**src/tbc_defines.vh**
```
/*
  Constants for the time and boot command-block interpreter.
  Assumes the block image words are 16 bits wide and are held stable by the controller for a scan.
*/
// Function
// Start a request only when output word 0 differs from the last seen value.
// Response word 0 is the received sequence value plus one.
// Read-time request answers identifier 9970 in word 1 and date and time after.
// Read-time answer: year word 2, month to seconds, milliseconds in word 8.
// Month lies within 1 to 12, day within 1 to 31.
// Hour 0 to 23, minute and seconds 0 to 59, milliseconds 0 to 999.
// Identifier 9971 loads the clock from the supplied date and time words.
// Set-time answer holds sequence plus one and 9971, no time fields.
// Identifier 9998 warm restarts, 9999 cold restarts the module.
// Both restarts act alike: stop, reinitialise, reload init-only configuration; code only pauses RESTART_CYCLES, date and time kept.
// Controller presents a new sequence and identifier for one scan only.
// Controller writes identifier first, then changes sequence; identifier alone requests nothing.
// Controller sees completion on matching identifier and sequence plus one.
// Controller writes sequence in word 0 and 9970 in word 1 to read time.
// Unknown identifiers are ignored and get no response block.
`ifndef TBC_DEFINES_VH
`define TBC_DEFINES_VH
`define TBC_ID_READ_TIME 16'h26f2
`define TBC_ID_SET_TIME 16'h26f3
`define TBC_ID_WARM 16'h270e
`define TBC_ID_COLD 16'h270f
`define TBC_MONTH_MIN 16'h0001
`define TBC_MONTH_MAX 16'h000c
`define TBC_DAY_MIN 16'h0001
`define TBC_DAY_MAX 16'h001f
`define TBC_HOUR_MAX 16'h0017
`define TBC_MIN_MAX 16'h003b
`define TBC_SEC_MAX 16'h003b
`define TBC_MS_MAX 16'h03e7
`define TBC_RESET_YEAR 16'h07d0
`define TBC_CLK_HZ 25000000
`define TBC_MS_NS 1000000
`define TBC_CLK_NS 40
`define TBC_RESTART_CYCLES 16
`endif

```
**src/tbc_cmd_block.v**
```verilog
/*
  Command-control block interpreter with its own date and time clock.
  Assumes the output image words come from logic on mclk, stable per scan.
*/
`timescale 1ns/1ps
`include "tbc_defines.vh"
module tbc_cmd_block #(
  parameter MS_CYCLES = `TBC_MS_NS / `TBC_CLK_NS,
  parameter RESTART_CYCLES = `TBC_RESTART_CYCLES
) (
  // Clock and reset
  input wire mclk,
  input wire rst,
  // Output image from controller
  input wire [15:0] outSeq,
  input wire [15:0] outBlockId,
  input wire [15:0] outYear,
  input wire [15:0] outMonth,
  input wire [15:0] outDay,
  input wire [15:0] outHour,
  input wire [15:0] outMinute,
  input wire [15:0] outSecond,
  input wire [15:0] outMilli,
  // Input image to controller
  output reg [15:0] inSeq,
  output reg [15:0] inBlockId,
  output reg [15:0] inYear,
  output reg [15:0] inMonth,
  output reg [15:0] inDay,
  output reg [15:0] inHour,
  output reg [15:0] inMinute,
  output reg [15:0] inSecond,
  output reg [15:0] inMilli,
  output wire respValid,
  // Restart control
  output wire restartReq,
  output wire moduleReady
);
  localparam ST_INIT = 3'b001;
  localparam ST_RUN = 3'b010;
  localparam ST_RESTART = 3'b100;

  function [15:0] inc16;
    input [15:0] v;
    begin
      inc16 = v + 16'h0001;
    end
  endfunction

  function inRange;
    input [15:0] v;
    input [15:0] lo;
    input [15:0] hi;
    begin
      inRange = (v >= lo) && (v <= hi);
    end
  endfunction

  // Roll one calendar field: back to its first value after its last
  function [15:0] nextField;
    input [15:0] v;
    input [15:0] last;
    input [15:0] first;
    begin
      nextField = (v == last) ? first : inc16(v);
    end
  endfunction

  // Either restart identifier
  function isBootId;
    input [15:0] id;
    begin
      isBootId = (id == `TBC_ID_WARM) || (id == `TBC_ID_COLD);
    end
  endfunction

  // Restart end point, compared on the counter's own width
  localparam [31:0] RESTART_LAST = RESTART_CYCLES - 1;

  wire msTick;
  reg [2:0] state_r;
  reg [15:0] lastSeq_r;
  reg [7:0] restartCnt_r;
  reg respValid_r;
  // Running date and time
  reg [15:0] year_r;
  reg [15:0] month_r;
  reg [15:0] day_r;
  reg [15:0] hour_r;
  reg [15:0] minute_r;
  reg [15:0] second_r;
  reg [15:0] milli_r;

  tbc_ms_tick #(.DIV(MS_CYCLES)) uTick (
    .mclk(mclk),
    .rst(rst),
    .tick(msTick)
  );

  wire seqChanged = (state_r == ST_RUN) && (outSeq != lastSeq_r);
  wire isRead = (outBlockId == `TBC_ID_READ_TIME);
  wire isSet = (outBlockId == `TBC_ID_SET_TIME);
  wire isBoot = isBootId(outBlockId);
  wire setOk = inRange(outMonth, `TBC_MONTH_MIN, `TBC_MONTH_MAX) &&
    inRange(outDay, `TBC_DAY_MIN, `TBC_DAY_MAX) &&
    inRange(outHour, 16'h0000, `TBC_HOUR_MAX) &&
    inRange(outMinute, 16'h0000, `TBC_MIN_MAX) &&
    inRange(outSecond, 16'h0000, `TBC_SEC_MAX) &&
    inRange(outMilli, 16'h0000, `TBC_MS_MAX);

  assign respValid = respValid_r;
  assign restartReq = (state_r == ST_RESTART);
  // Both decode one state register, so they are never high together
  assign moduleReady = (state_r == ST_RUN);

  // Free-running calendar, 31 days per month
  // A set wins over a tick in the same cycle; that tick is dropped
  wire msWrap = (milli_r == `TBC_MS_MAX);
  wire secWrap = msWrap && (second_r == `TBC_SEC_MAX);
  wire minWrap = secWrap && (minute_r == `TBC_MIN_MAX);
  wire hourWrap = minWrap && (hour_r == `TBC_HOUR_MAX);
  wire dayWrap = hourWrap && (day_r == `TBC_DAY_MAX);
  wire monWrap = dayWrap && (month_r == `TBC_MONTH_MAX);

  always @(posedge mclk) begin
    if (rst) begin
      year_r <= `TBC_RESET_YEAR;
      month_r <= `TBC_MONTH_MIN;
      day_r <= `TBC_DAY_MIN;
      hour_r <= 16'h0000;
      minute_r <= 16'h0000;
      second_r <= 16'h0000;
      milli_r <= 16'h0000;
    end else if (seqChanged && isSet && setOk) begin
      year_r <= outYear;
      month_r <= outMonth;
      day_r <= outDay;
      hour_r <= outHour;
      minute_r <= outMinute;
      second_r <= outSecond;
      milli_r <= outMilli;
    end else if (msTick) begin
      milli_r <= nextField(milli_r, `TBC_MS_MAX, 16'h0000);
      if (msWrap) second_r <= nextField(second_r, `TBC_SEC_MAX, 16'h0000);
      if (secWrap) minute_r <= nextField(minute_r, `TBC_MIN_MAX, 16'h0000);
      if (minWrap) hour_r <= nextField(hour_r, `TBC_HOUR_MAX, 16'h0000);
      if (hourWrap) day_r <= nextField(day_r, `TBC_DAY_MAX, `TBC_DAY_MIN);
      if (dayWrap) month_r <= nextField(month_r, `TBC_MONTH_MAX, `TBC_MONTH_MIN);
      if (monWrap) year_r <= inc16(year_r);
    end
  end

  // Sequencer and response image
  always @(posedge mclk) begin
    if (rst) begin
      state_r <= ST_INIT;
      lastSeq_r <= 16'h0000;
      restartCnt_r <= 8'h00;
      respValid_r <= 1'b0;
      inSeq <= 16'h0000;
      inBlockId <= 16'h0000;
      inYear <= 16'h0000;
      inMonth <= 16'h0000;
      inDay <= 16'h0000;
      inHour <= 16'h0000;
      inMinute <= 16'h0000;
      inSecond <= 16'h0000;
      inMilli <= 16'h0000;
    end else begin
      respValid_r <= 1'b0;
      case (state_r)
        ST_INIT: begin
          // Baseline, so a stale sequence value is not taken as a request
          lastSeq_r <= outSeq;
          state_r <= ST_RUN;
        end
        ST_RUN: begin
          // One request per change of the sequence word
          if (seqChanged) begin
            lastSeq_r <= outSeq;
            if (isRead) begin
              inSeq <= inc16(outSeq);
              inBlockId <= `TBC_ID_READ_TIME;
              inYear <= year_r;
              inMonth <= month_r;
              inDay <= day_r;
              inHour <= hour_r;
              inMinute <= minute_r;
              inSecond <= second_r;
              inMilli <= milli_r;
              respValid_r <= 1'b1;
            end else if (isSet && setOk) begin
              inSeq <= inc16(outSeq);
              inBlockId <= `TBC_ID_SET_TIME;
              inYear <= 16'h0000;
              inMonth <= 16'h0000;
              inDay <= 16'h0000;
              inHour <= 16'h0000;
              inMinute <= 16'h0000;
              inSecond <= 16'h0000;
              inMilli <= 16'h0000;
              respValid_r <= 1'b1;
            end else if (isBoot) begin
              // Answer as the restart starts so the controller sees the request complete
              inSeq <= inc16(outSeq);
              inBlockId <= outBlockId;
              restartCnt_r <= 8'h00;
              respValid_r <= 1'b1;
              state_r <= ST_RESTART;
            end
            // Others: no answer
          end
        end
        ST_RESTART: begin
          // Sequence changes here are dropped; INIT takes a new baseline
          restartCnt_r <= restartCnt_r + 8'h01;
          if (restartCnt_r == RESTART_LAST[7:0])
            state_r <= ST_INIT;
        end
        default: state_r <= ST_INIT;
      endcase
    end
  end
endmodule // tbc_cmd_block

```
**src/tbc_ms_tick.v**
```verilog
/*
  Millisecond enable divider.
  Assumes a single clock; emits a one-cycle pulse every DIV cycles.
*/
`timescale 1ns/1ps
module tbc_ms_tick #(
  parameter DIV = 25000
) (
  // Clock and reset
  input wire mclk,
  input wire rst,
  // Enable out
  output reg tick
);
  reg [31:0] count_r;
  always @(posedge mclk) begin
    if (rst) begin
      count_r <= 32'h0;
      tick <= 1'b0;
    end else if (count_r == DIV - 1) begin
      count_r <= 32'h0;
      tick <= 1'b1;
    end else begin
      count_r <= count_r + 32'h1;
      tick <= 1'b0;
    end
  end
endmodule // tbc_ms_tick
```
**config.mk**
```make
export PLATFORM = sky130hd
export DESIGN_NAME = tbc_cmd_block
export DESIGN_NICKNAME = d
export VERILOG_FILES = /design/src/tbc_cmd_block.v /design/src/tbc_ms_tick.v
export VERILOG_INCLUDE_DIRS = /design/src
export SDC_FILE = /design/constraint.sdc
export NUM_CORES = 1
export LEC_CHECK = 0
export BUFFER_PORTS_ARGS = -buffer_cell sky130_fd_sc_hd__buf_2
export CAP_MARGIN = 10
export CORE_UTILIZATION = 55
export CTS_CLUSTER_DIAMETER = 50
export DETAILED_ROUTE_END_ITERATION = 8
export PLACE_DENSITY = 0.8
export REMOVE_ABC_BUFFERS = 1
export SLEW_MARGIN = 20
export SYNTH_ARGS = -nofsm -noshare
export SYNTH_HDL_FRONTEND = slang
export SYNTH_SLANG_ARGS = --single-unit
```
**constraint.sdc**
```tcl
create_clock -name mclk -period 4.27 [get_ports mclk]
set_clock_uncertainty 0.15 [all_clocks]
set_input_delay 0.6405 -clock mclk [delete_from_list [all_inputs] [get_ports mclk]]
set_output_delay 0.6405 -clock mclk [all_outputs]
set_load 0.02 [all_outputs]
```
[After elaboration in Yosys (flattened, before gate mapping)]
Cells that the tools add are included.
Operators by class
  add/subtract/negate cells: 10
  order comparisons: 12
  equal/unequal tests: 21
  muxes and demuxes: 57
  bitwise gates (word level): 2
  reduce and logical (&&, ||, !) cells: 45
Operator list (count)
  two-way mux 16 bit: 41
  adder 16 x 1 -> 16 bit (second input constant): 8
  greater-or-equal comparator 16 x 1 -> 1 bit (second input constant): 6
  == test 16 x 14 -> 1 bit (second input constant): 4
  adder 32 x 1 -> 32 bit (second input constant): 1
  == test 16 x 5 -> 1 bit (second input constant): 2
  == test 16 x 6 -> 1 bit (second input constant): 2
  == test 32 x 15 -> 1 bit (second input constant): 1
  <= comparator 16 x 5 -> 1 bit (second input constant): 2
  <= comparator 16 x 6 -> 1 bit (second input constant): 2
  two-way mux 8 bit: 4
  case mux 16 bit (2 select lines): 1
  logical AND 1 bit: 20
  nonzero test 2 bit: 10
  == test 16 x 10 -> 1 bit (second input constant): 1
  == test 16 x 4 -> 1 bit (second input constant): 1
  <= comparator 16 x 10 -> 1 bit (second input constant): 1
  <= comparator 16 x 4 -> 1 bit (second input constant): 1
  != test 16 bit: 1
  case mux 8 bit (2 select lines): 1
  two-way mux 3 bit: 5
  AND reduction 2 bit: 7
  AND reduction 5 bit: 2
  case mux 3 bit (3 select lines): 1
  other kinds (14): 22
Storage, ports and cells
  register bits: 317
  input port bits: 146
  output and inout bits: 147

[Depth between registers and ports, before layout]
  word-level depth: 12
  mapped depth: 12
  depth with buffers taken out: 9

[Cells and area by module]
From an unflattened synthesis, not the netlist that was laid out.
Second synthesis, totals
  cell total of the unflattened synthesis: 1687
  area, all modules: 14326.2 um^2
By module, submodules not included
  tbc_cmd_block: times used 1, cells each 1508, area each 12794.8 um^2, sequential area each 5685.5 um^2
  tbc_ms_tick: times used 1, cells each 179, area each 1531.5 um^2, sequential area each 660.6 um^2

[Least setup slack after synthesis]
Ideal clock, no wire load.
  kind: in2reg
  start point: input port outBlockId[12]
  end point: register inDay[6]
  library setup time: 0.128 ns
  arrival: 2.960 ns
  data required time: 3.992 ns
  path slack: 1.032 ns
  stages on the path: 10
  path through: or4b_1 or4_1 nor4_1 nand3_1 a21o_1 clkbuf_1 clkbuf_1 buf_2 a22oi_1 nor2_1
On the way
  longest elaborated chain between the ends: 4
  elaborated cells between the ends (all ways): 6
Ends and longest elaborated chain
  start: declaration: RTL line tbc_cmd_block.v:16  | input wire [15:0] outBlockId,
  == test 16 x 14 -> 1 bit (no source line)
  logical AND 1 bit: RTL line tbc_cmd_block.v:192  | end else if (isSet && setOk) begin
  nonzero test 2 bit (no source line)
  AND reduction 3 bit (no source line)
  end signal: assignment: RTL line tbc_cmd_block.v:186  | inDay <= day_r;
  end: declaration: RTL line tbc_cmd_block.v:29  | output reg [15:0] inDay,
Parallel ways exist; a longest one is shown, timed or not.
A chain may end at the register's enable or synchronous reset.

[Final worst setup path]
  start point: register second_r[0]
  end point: register year_r[12]
On the way
  longest elaborated chain between the ends: 8
Ends and longest elaborated chain
  start: declaration: RTL line tbc_cmd_block.v:91  | reg [15:0] second_r;
  start signal: assignment: RTL line tbc_cmd_block.v:140  | second_r <= outSecond;
  start signal: assignment: RTL line tbc_cmd_block.v:144  | if (msWrap) second_r <= nextField(second_r, `TBC_SEC_MAX, 16'h0000);
  == test 16 x 6 -> 1 bit
  logical AND 1 bit: RTL line tbc_cmd_block.v:119  | wire secWrap = msWrap && (second_r == `TBC_SEC_MAX);
  logical AND 1 bit: RTL line tbc_cmd_block.v:120  | wire minWrap = secWrap && (minute_r == `TBC_MIN_MAX);
  logical AND 1 bit: RTL line tbc_cmd_block.v:121  | wire hourWrap = minWrap && (hour_r == `TBC_HOUR_MAX);
  logical AND 1 bit: RTL line tbc_cmd_block.v:122  | wire dayWrap = hourWrap && (day_r == `TBC_DAY_MAX);
  logical AND 1 bit: RTL line tbc_cmd_block.v:123  | wire monWrap = dayWrap && (month_r == `TBC_MONTH_MAX);
  nonzero test 2 bit (no source line)
  AND reduction 2 bit (no source line)
  end signal: assignment: RTL line tbc_cmd_block.v:127  | year_r <= `TBC_RESET_YEAR;
  end signal: assignment: RTL line tbc_cmd_block.v:135  | year_r <= outYear;
  end signal: assignment: RTL line tbc_cmd_block.v:149  | if (monWrap) year_r <= inc16(year_r);
  end: declaration: RTL line tbc_cmd_block.v:86  | reg [15:0] year_r;
No other way between the ends.

==> flow_summary.yaml <==
grt:
  grt_pass1_wl_um: 65100
  grt-ovfl-total: 0
  grt_pass1_vias: 12802
  grt_usage_pct: 30.4
  antenna_found_initial: 2
  grt_max_degree: 113
critical_path:
  end_kind: "flop"
  path_depth: 8
  timing.critical_path.mode_cell: "and4_1"
  r2r_setup_slack_ns: 0.90
  path_max_fanout: 11
  critPathSlowestCell: "or3_1"
  cp-start-kind: "flop"
  crit_arrival_ns: 3.63
  critical_path_required_ns: 4.53
  path_class: "reg2reg"
  r2r-start: "second_r[0]"
  r2r_cells: 8
  cp_top_family: "simple AND/OR/NAND/NOR gates"
  critical_path.n_buffers_inverters: 0
  path_cells: "ha_1, and4_1, and4_1, nand3_1, or3_1, nor3_1, xnor2_1, a211oi_1"
  crit-reg2reg-capture: "year_r[12]"
  cpPeakStageDelay_ns: 0.63
synth:
  syn_inst: 1704
  netlist_area_um2: 14300
  synth_edf_count: 0
  synthTopCellsByArea: "dfxtp_1 44%, nor2_1 8.5%, a22oi_1 5.9%"
  yosysUniqueCellTypes: 61
  synth_seq_area_share_pct: 44.5
  synth_flop_cell: "dfxtp_1"
  async_reset_ff_share_pct: 0
  synth.most_common_cell: "nor2_1"
  synth_common_cells: "323 x nor2_1, 317 x dfxtp_1, 113 x a22oi_1"
  yosysWarnings: 0
  avgSynthCellArea_um2: 8.37
  synth_top_cell_by_area: "dfxtp_1"
  synth_top_area_share_pct: 44.5
  synth_seq_cells: 317
power_and_ir_drop:
  vdd_drop_max_v: 0.000323
  p_per_area_nw_per_um2: 371
  switching_share_pct: 21.9
  comb_power_share_pct: 4.6
  power_uw: 6380
  seqPwrFrac_pct: 47.0
  power.static_leakage_uw: 0.00678
  internal_power_uw: 4980
  p_clk_share_pct: 48.4
  switching_power_uw: 1400
route:
  num_vias: 14000
  via_per_inst: 6.04
  wire_per_inst_um: 17.9
  drtAntennaViolNets: 0
  drcViolationCount: 0
  drtIter0Drc: 1314
  wl_um: 41500
  drt_pass1_iterations: 5
final_layout:
  fin_cells: 2316
  drive_above_1_share_pct: 19.6
  final_net_count: 2115
  synthToLayoutAreaGrowth_pct: 20.5
  fillers: 2050
  post-route-util_pct: 67.9
clocking:
  cts_made_buffers: 36
  cts-root-buf: "clkbuf_16"
  postCtsSetupRepairBufs: 0
  hold_buffers: 0
  cts_sinks: 317
  cts-htree-levels: 2
  cts_buffer_depth: 3
  cts_tree: "yes"
  cts_resized: 0
  clkTransAtPathRegs_ns: 0.06
  clkLatencyLatePin_ns: 0.51
floorplanning:
  fp.dieW_um: 163
  die_y_um: 163
  num_rows: 58
  dieArea_um2: 26600
  io_pins: 293
  start_util_pct: 56.3
  core-area_um2: 25300
sta:
  setup_violations: 0
  fin_crit_ns: 3.37
  worst_hold_slack_ns: 0.239
  fin_crit_sh_pct: 78.8
  fin_setup_tns_ns: 0
  slew_headroom_pct: 28.8
  tightestPinTransition_ns: 1.07
  slew_viol_final: 0
  hold_viol: 0
  max_freq_mhz: 297
  rsz0062_at_grt: "no"
place:
  io_buffers: 292
  gp_congestion: 0.938
  dp_hpwl_um: 29200
  place_inst: 2250
worst_hold_path:
  holdPathEnd: "year_r[10]"
  whs_path_depth: 3
  min_from: "outYear[10]"
  min-delay-path-class: "in2reg"
status:
  status: "complete, no violations"
job:
  drv_cap: 0
-- power by group through the flow --
stage	registers [uW]	clock network [uW]	logic, uW
6_report	3000	3090	292
5_1_grt	3000	3250	314
4_1_cts	3000	3120	289
3_5_place_dp	3060	0	287
3_3_place_gp	3060	0	281
2_1_floorplan	3060	0	117
-- layer usage --
metal  routed length [um]  GRT usage, %  vias up
met5                    0             0        -
met1                17300          38.6     6615
met2                20100          52.6      606
li1                     -             -     6697
met4                 1150          10.4        0
met3                 2990          4.49       82
-- placed cells by master, fill, tap and decap left out, types with 5 or more instances in the layout --
master	n
nor4_1	55
a211oi_1	44
and4_1	15
a22oi_1	113
nor2_1	321
a21oi_1	68
dfxtp_1	317
buf_4	18
o21ai_0	54
clkbuf_16	37
or3_1	29
nand3_1	69
nand2b_1	7
inv_1	24
clkbuf_8	6
xnor2_1	43
buf_2	291
nor3_1	63
nor3b_1	6
nand2_1	92
clkbuf_1	10
xor2_1	53
and2_1	8
mux2i_1	29
and3_1	36
o21a_1	5
ha_1	11
or4_1	13
nor4b_1	5
a31oi_1	7
nand4_1	52
-- through the flow --
stage	setup WS, ns	instance area [um^2]
final	0.904	17200
after global routing	0.692	17200
after detailed placement	0.525	16000
after floorplan	-1.79	13900
after global placement	0.628	16000
after CTS	0.965	17200
-- worst max-delay path by stage --
stage                    from          to  slack [ns]
3_5_place_dp   outBlockId[12]   inYear[5]        0.53
4_1_cts            milli_r[0]  year_r[12]        0.96
6_report          second_r[0]  year_r[12]        0.90
3_3_place_gp   outBlockId[12]   inYear[6]        0.63
5_1_grt            milli_r[0]  month_r[4]        0.69
2_1_floorplan  outBlockId[12]    inDay[0]       -1.79
-- worst min-delay path: stages --
cell	delay, ns
buf_2	0.07
nor3_1	0.04
a21oi_1	0.10
-- cell type report --
type / count / area [um^2] / area share, %
multi-input combinational: 1265 / 7470 / 43.4
sequential: 317 / 6350 / 36.9
timing repair buffer: 314 / 1680 / 9.78
clock buffer: 53 / 1050 / 6.08
tap: 330 / 413 / 2.40
clock inverter: 11 / 144 / 0.837
inverter: 24 / 90.1 / 0.524
antenna: 2 / 5.00 / 0.0291
-- cells by family (layout without fill, tap and decap cells) --
group / count (synthesis) / in the layout / share of synthesized area, %
other: 0 / 2 / 0
AO/OA/AOI/OAI: 328 / 328 / 15.2
buffers and inverters: 122 / 402 / 3.49
adder cells (fa/ha/maj): 11 / 11 / 0.964
flip-flops: 317 / 317 / 44.5
AND/OR/NAND/NOR: 801 / 801 / 27.9
XOR/XNOR: 96 / 96 / 5.89
multiplexers: 29 / 29 / 2.03
-- state kept, by name, summed over array words and instances (netlist names), 8 cells and up --
name	count
lastSeq_r	16
year_r	16
inMinute	16
inSecond	16
second_r	16
inMilli	16
inBlockId	16
inDay	16
inYear	16
hour_r	16
milli_r	16
inHour	16
month_r	16
day_r	16
restartCnt_r	8
minute_r	16
uTick.count_r	32
inSeq	16
inMonth	16
No activity file was read; power rests on OpenSTA's default activity.
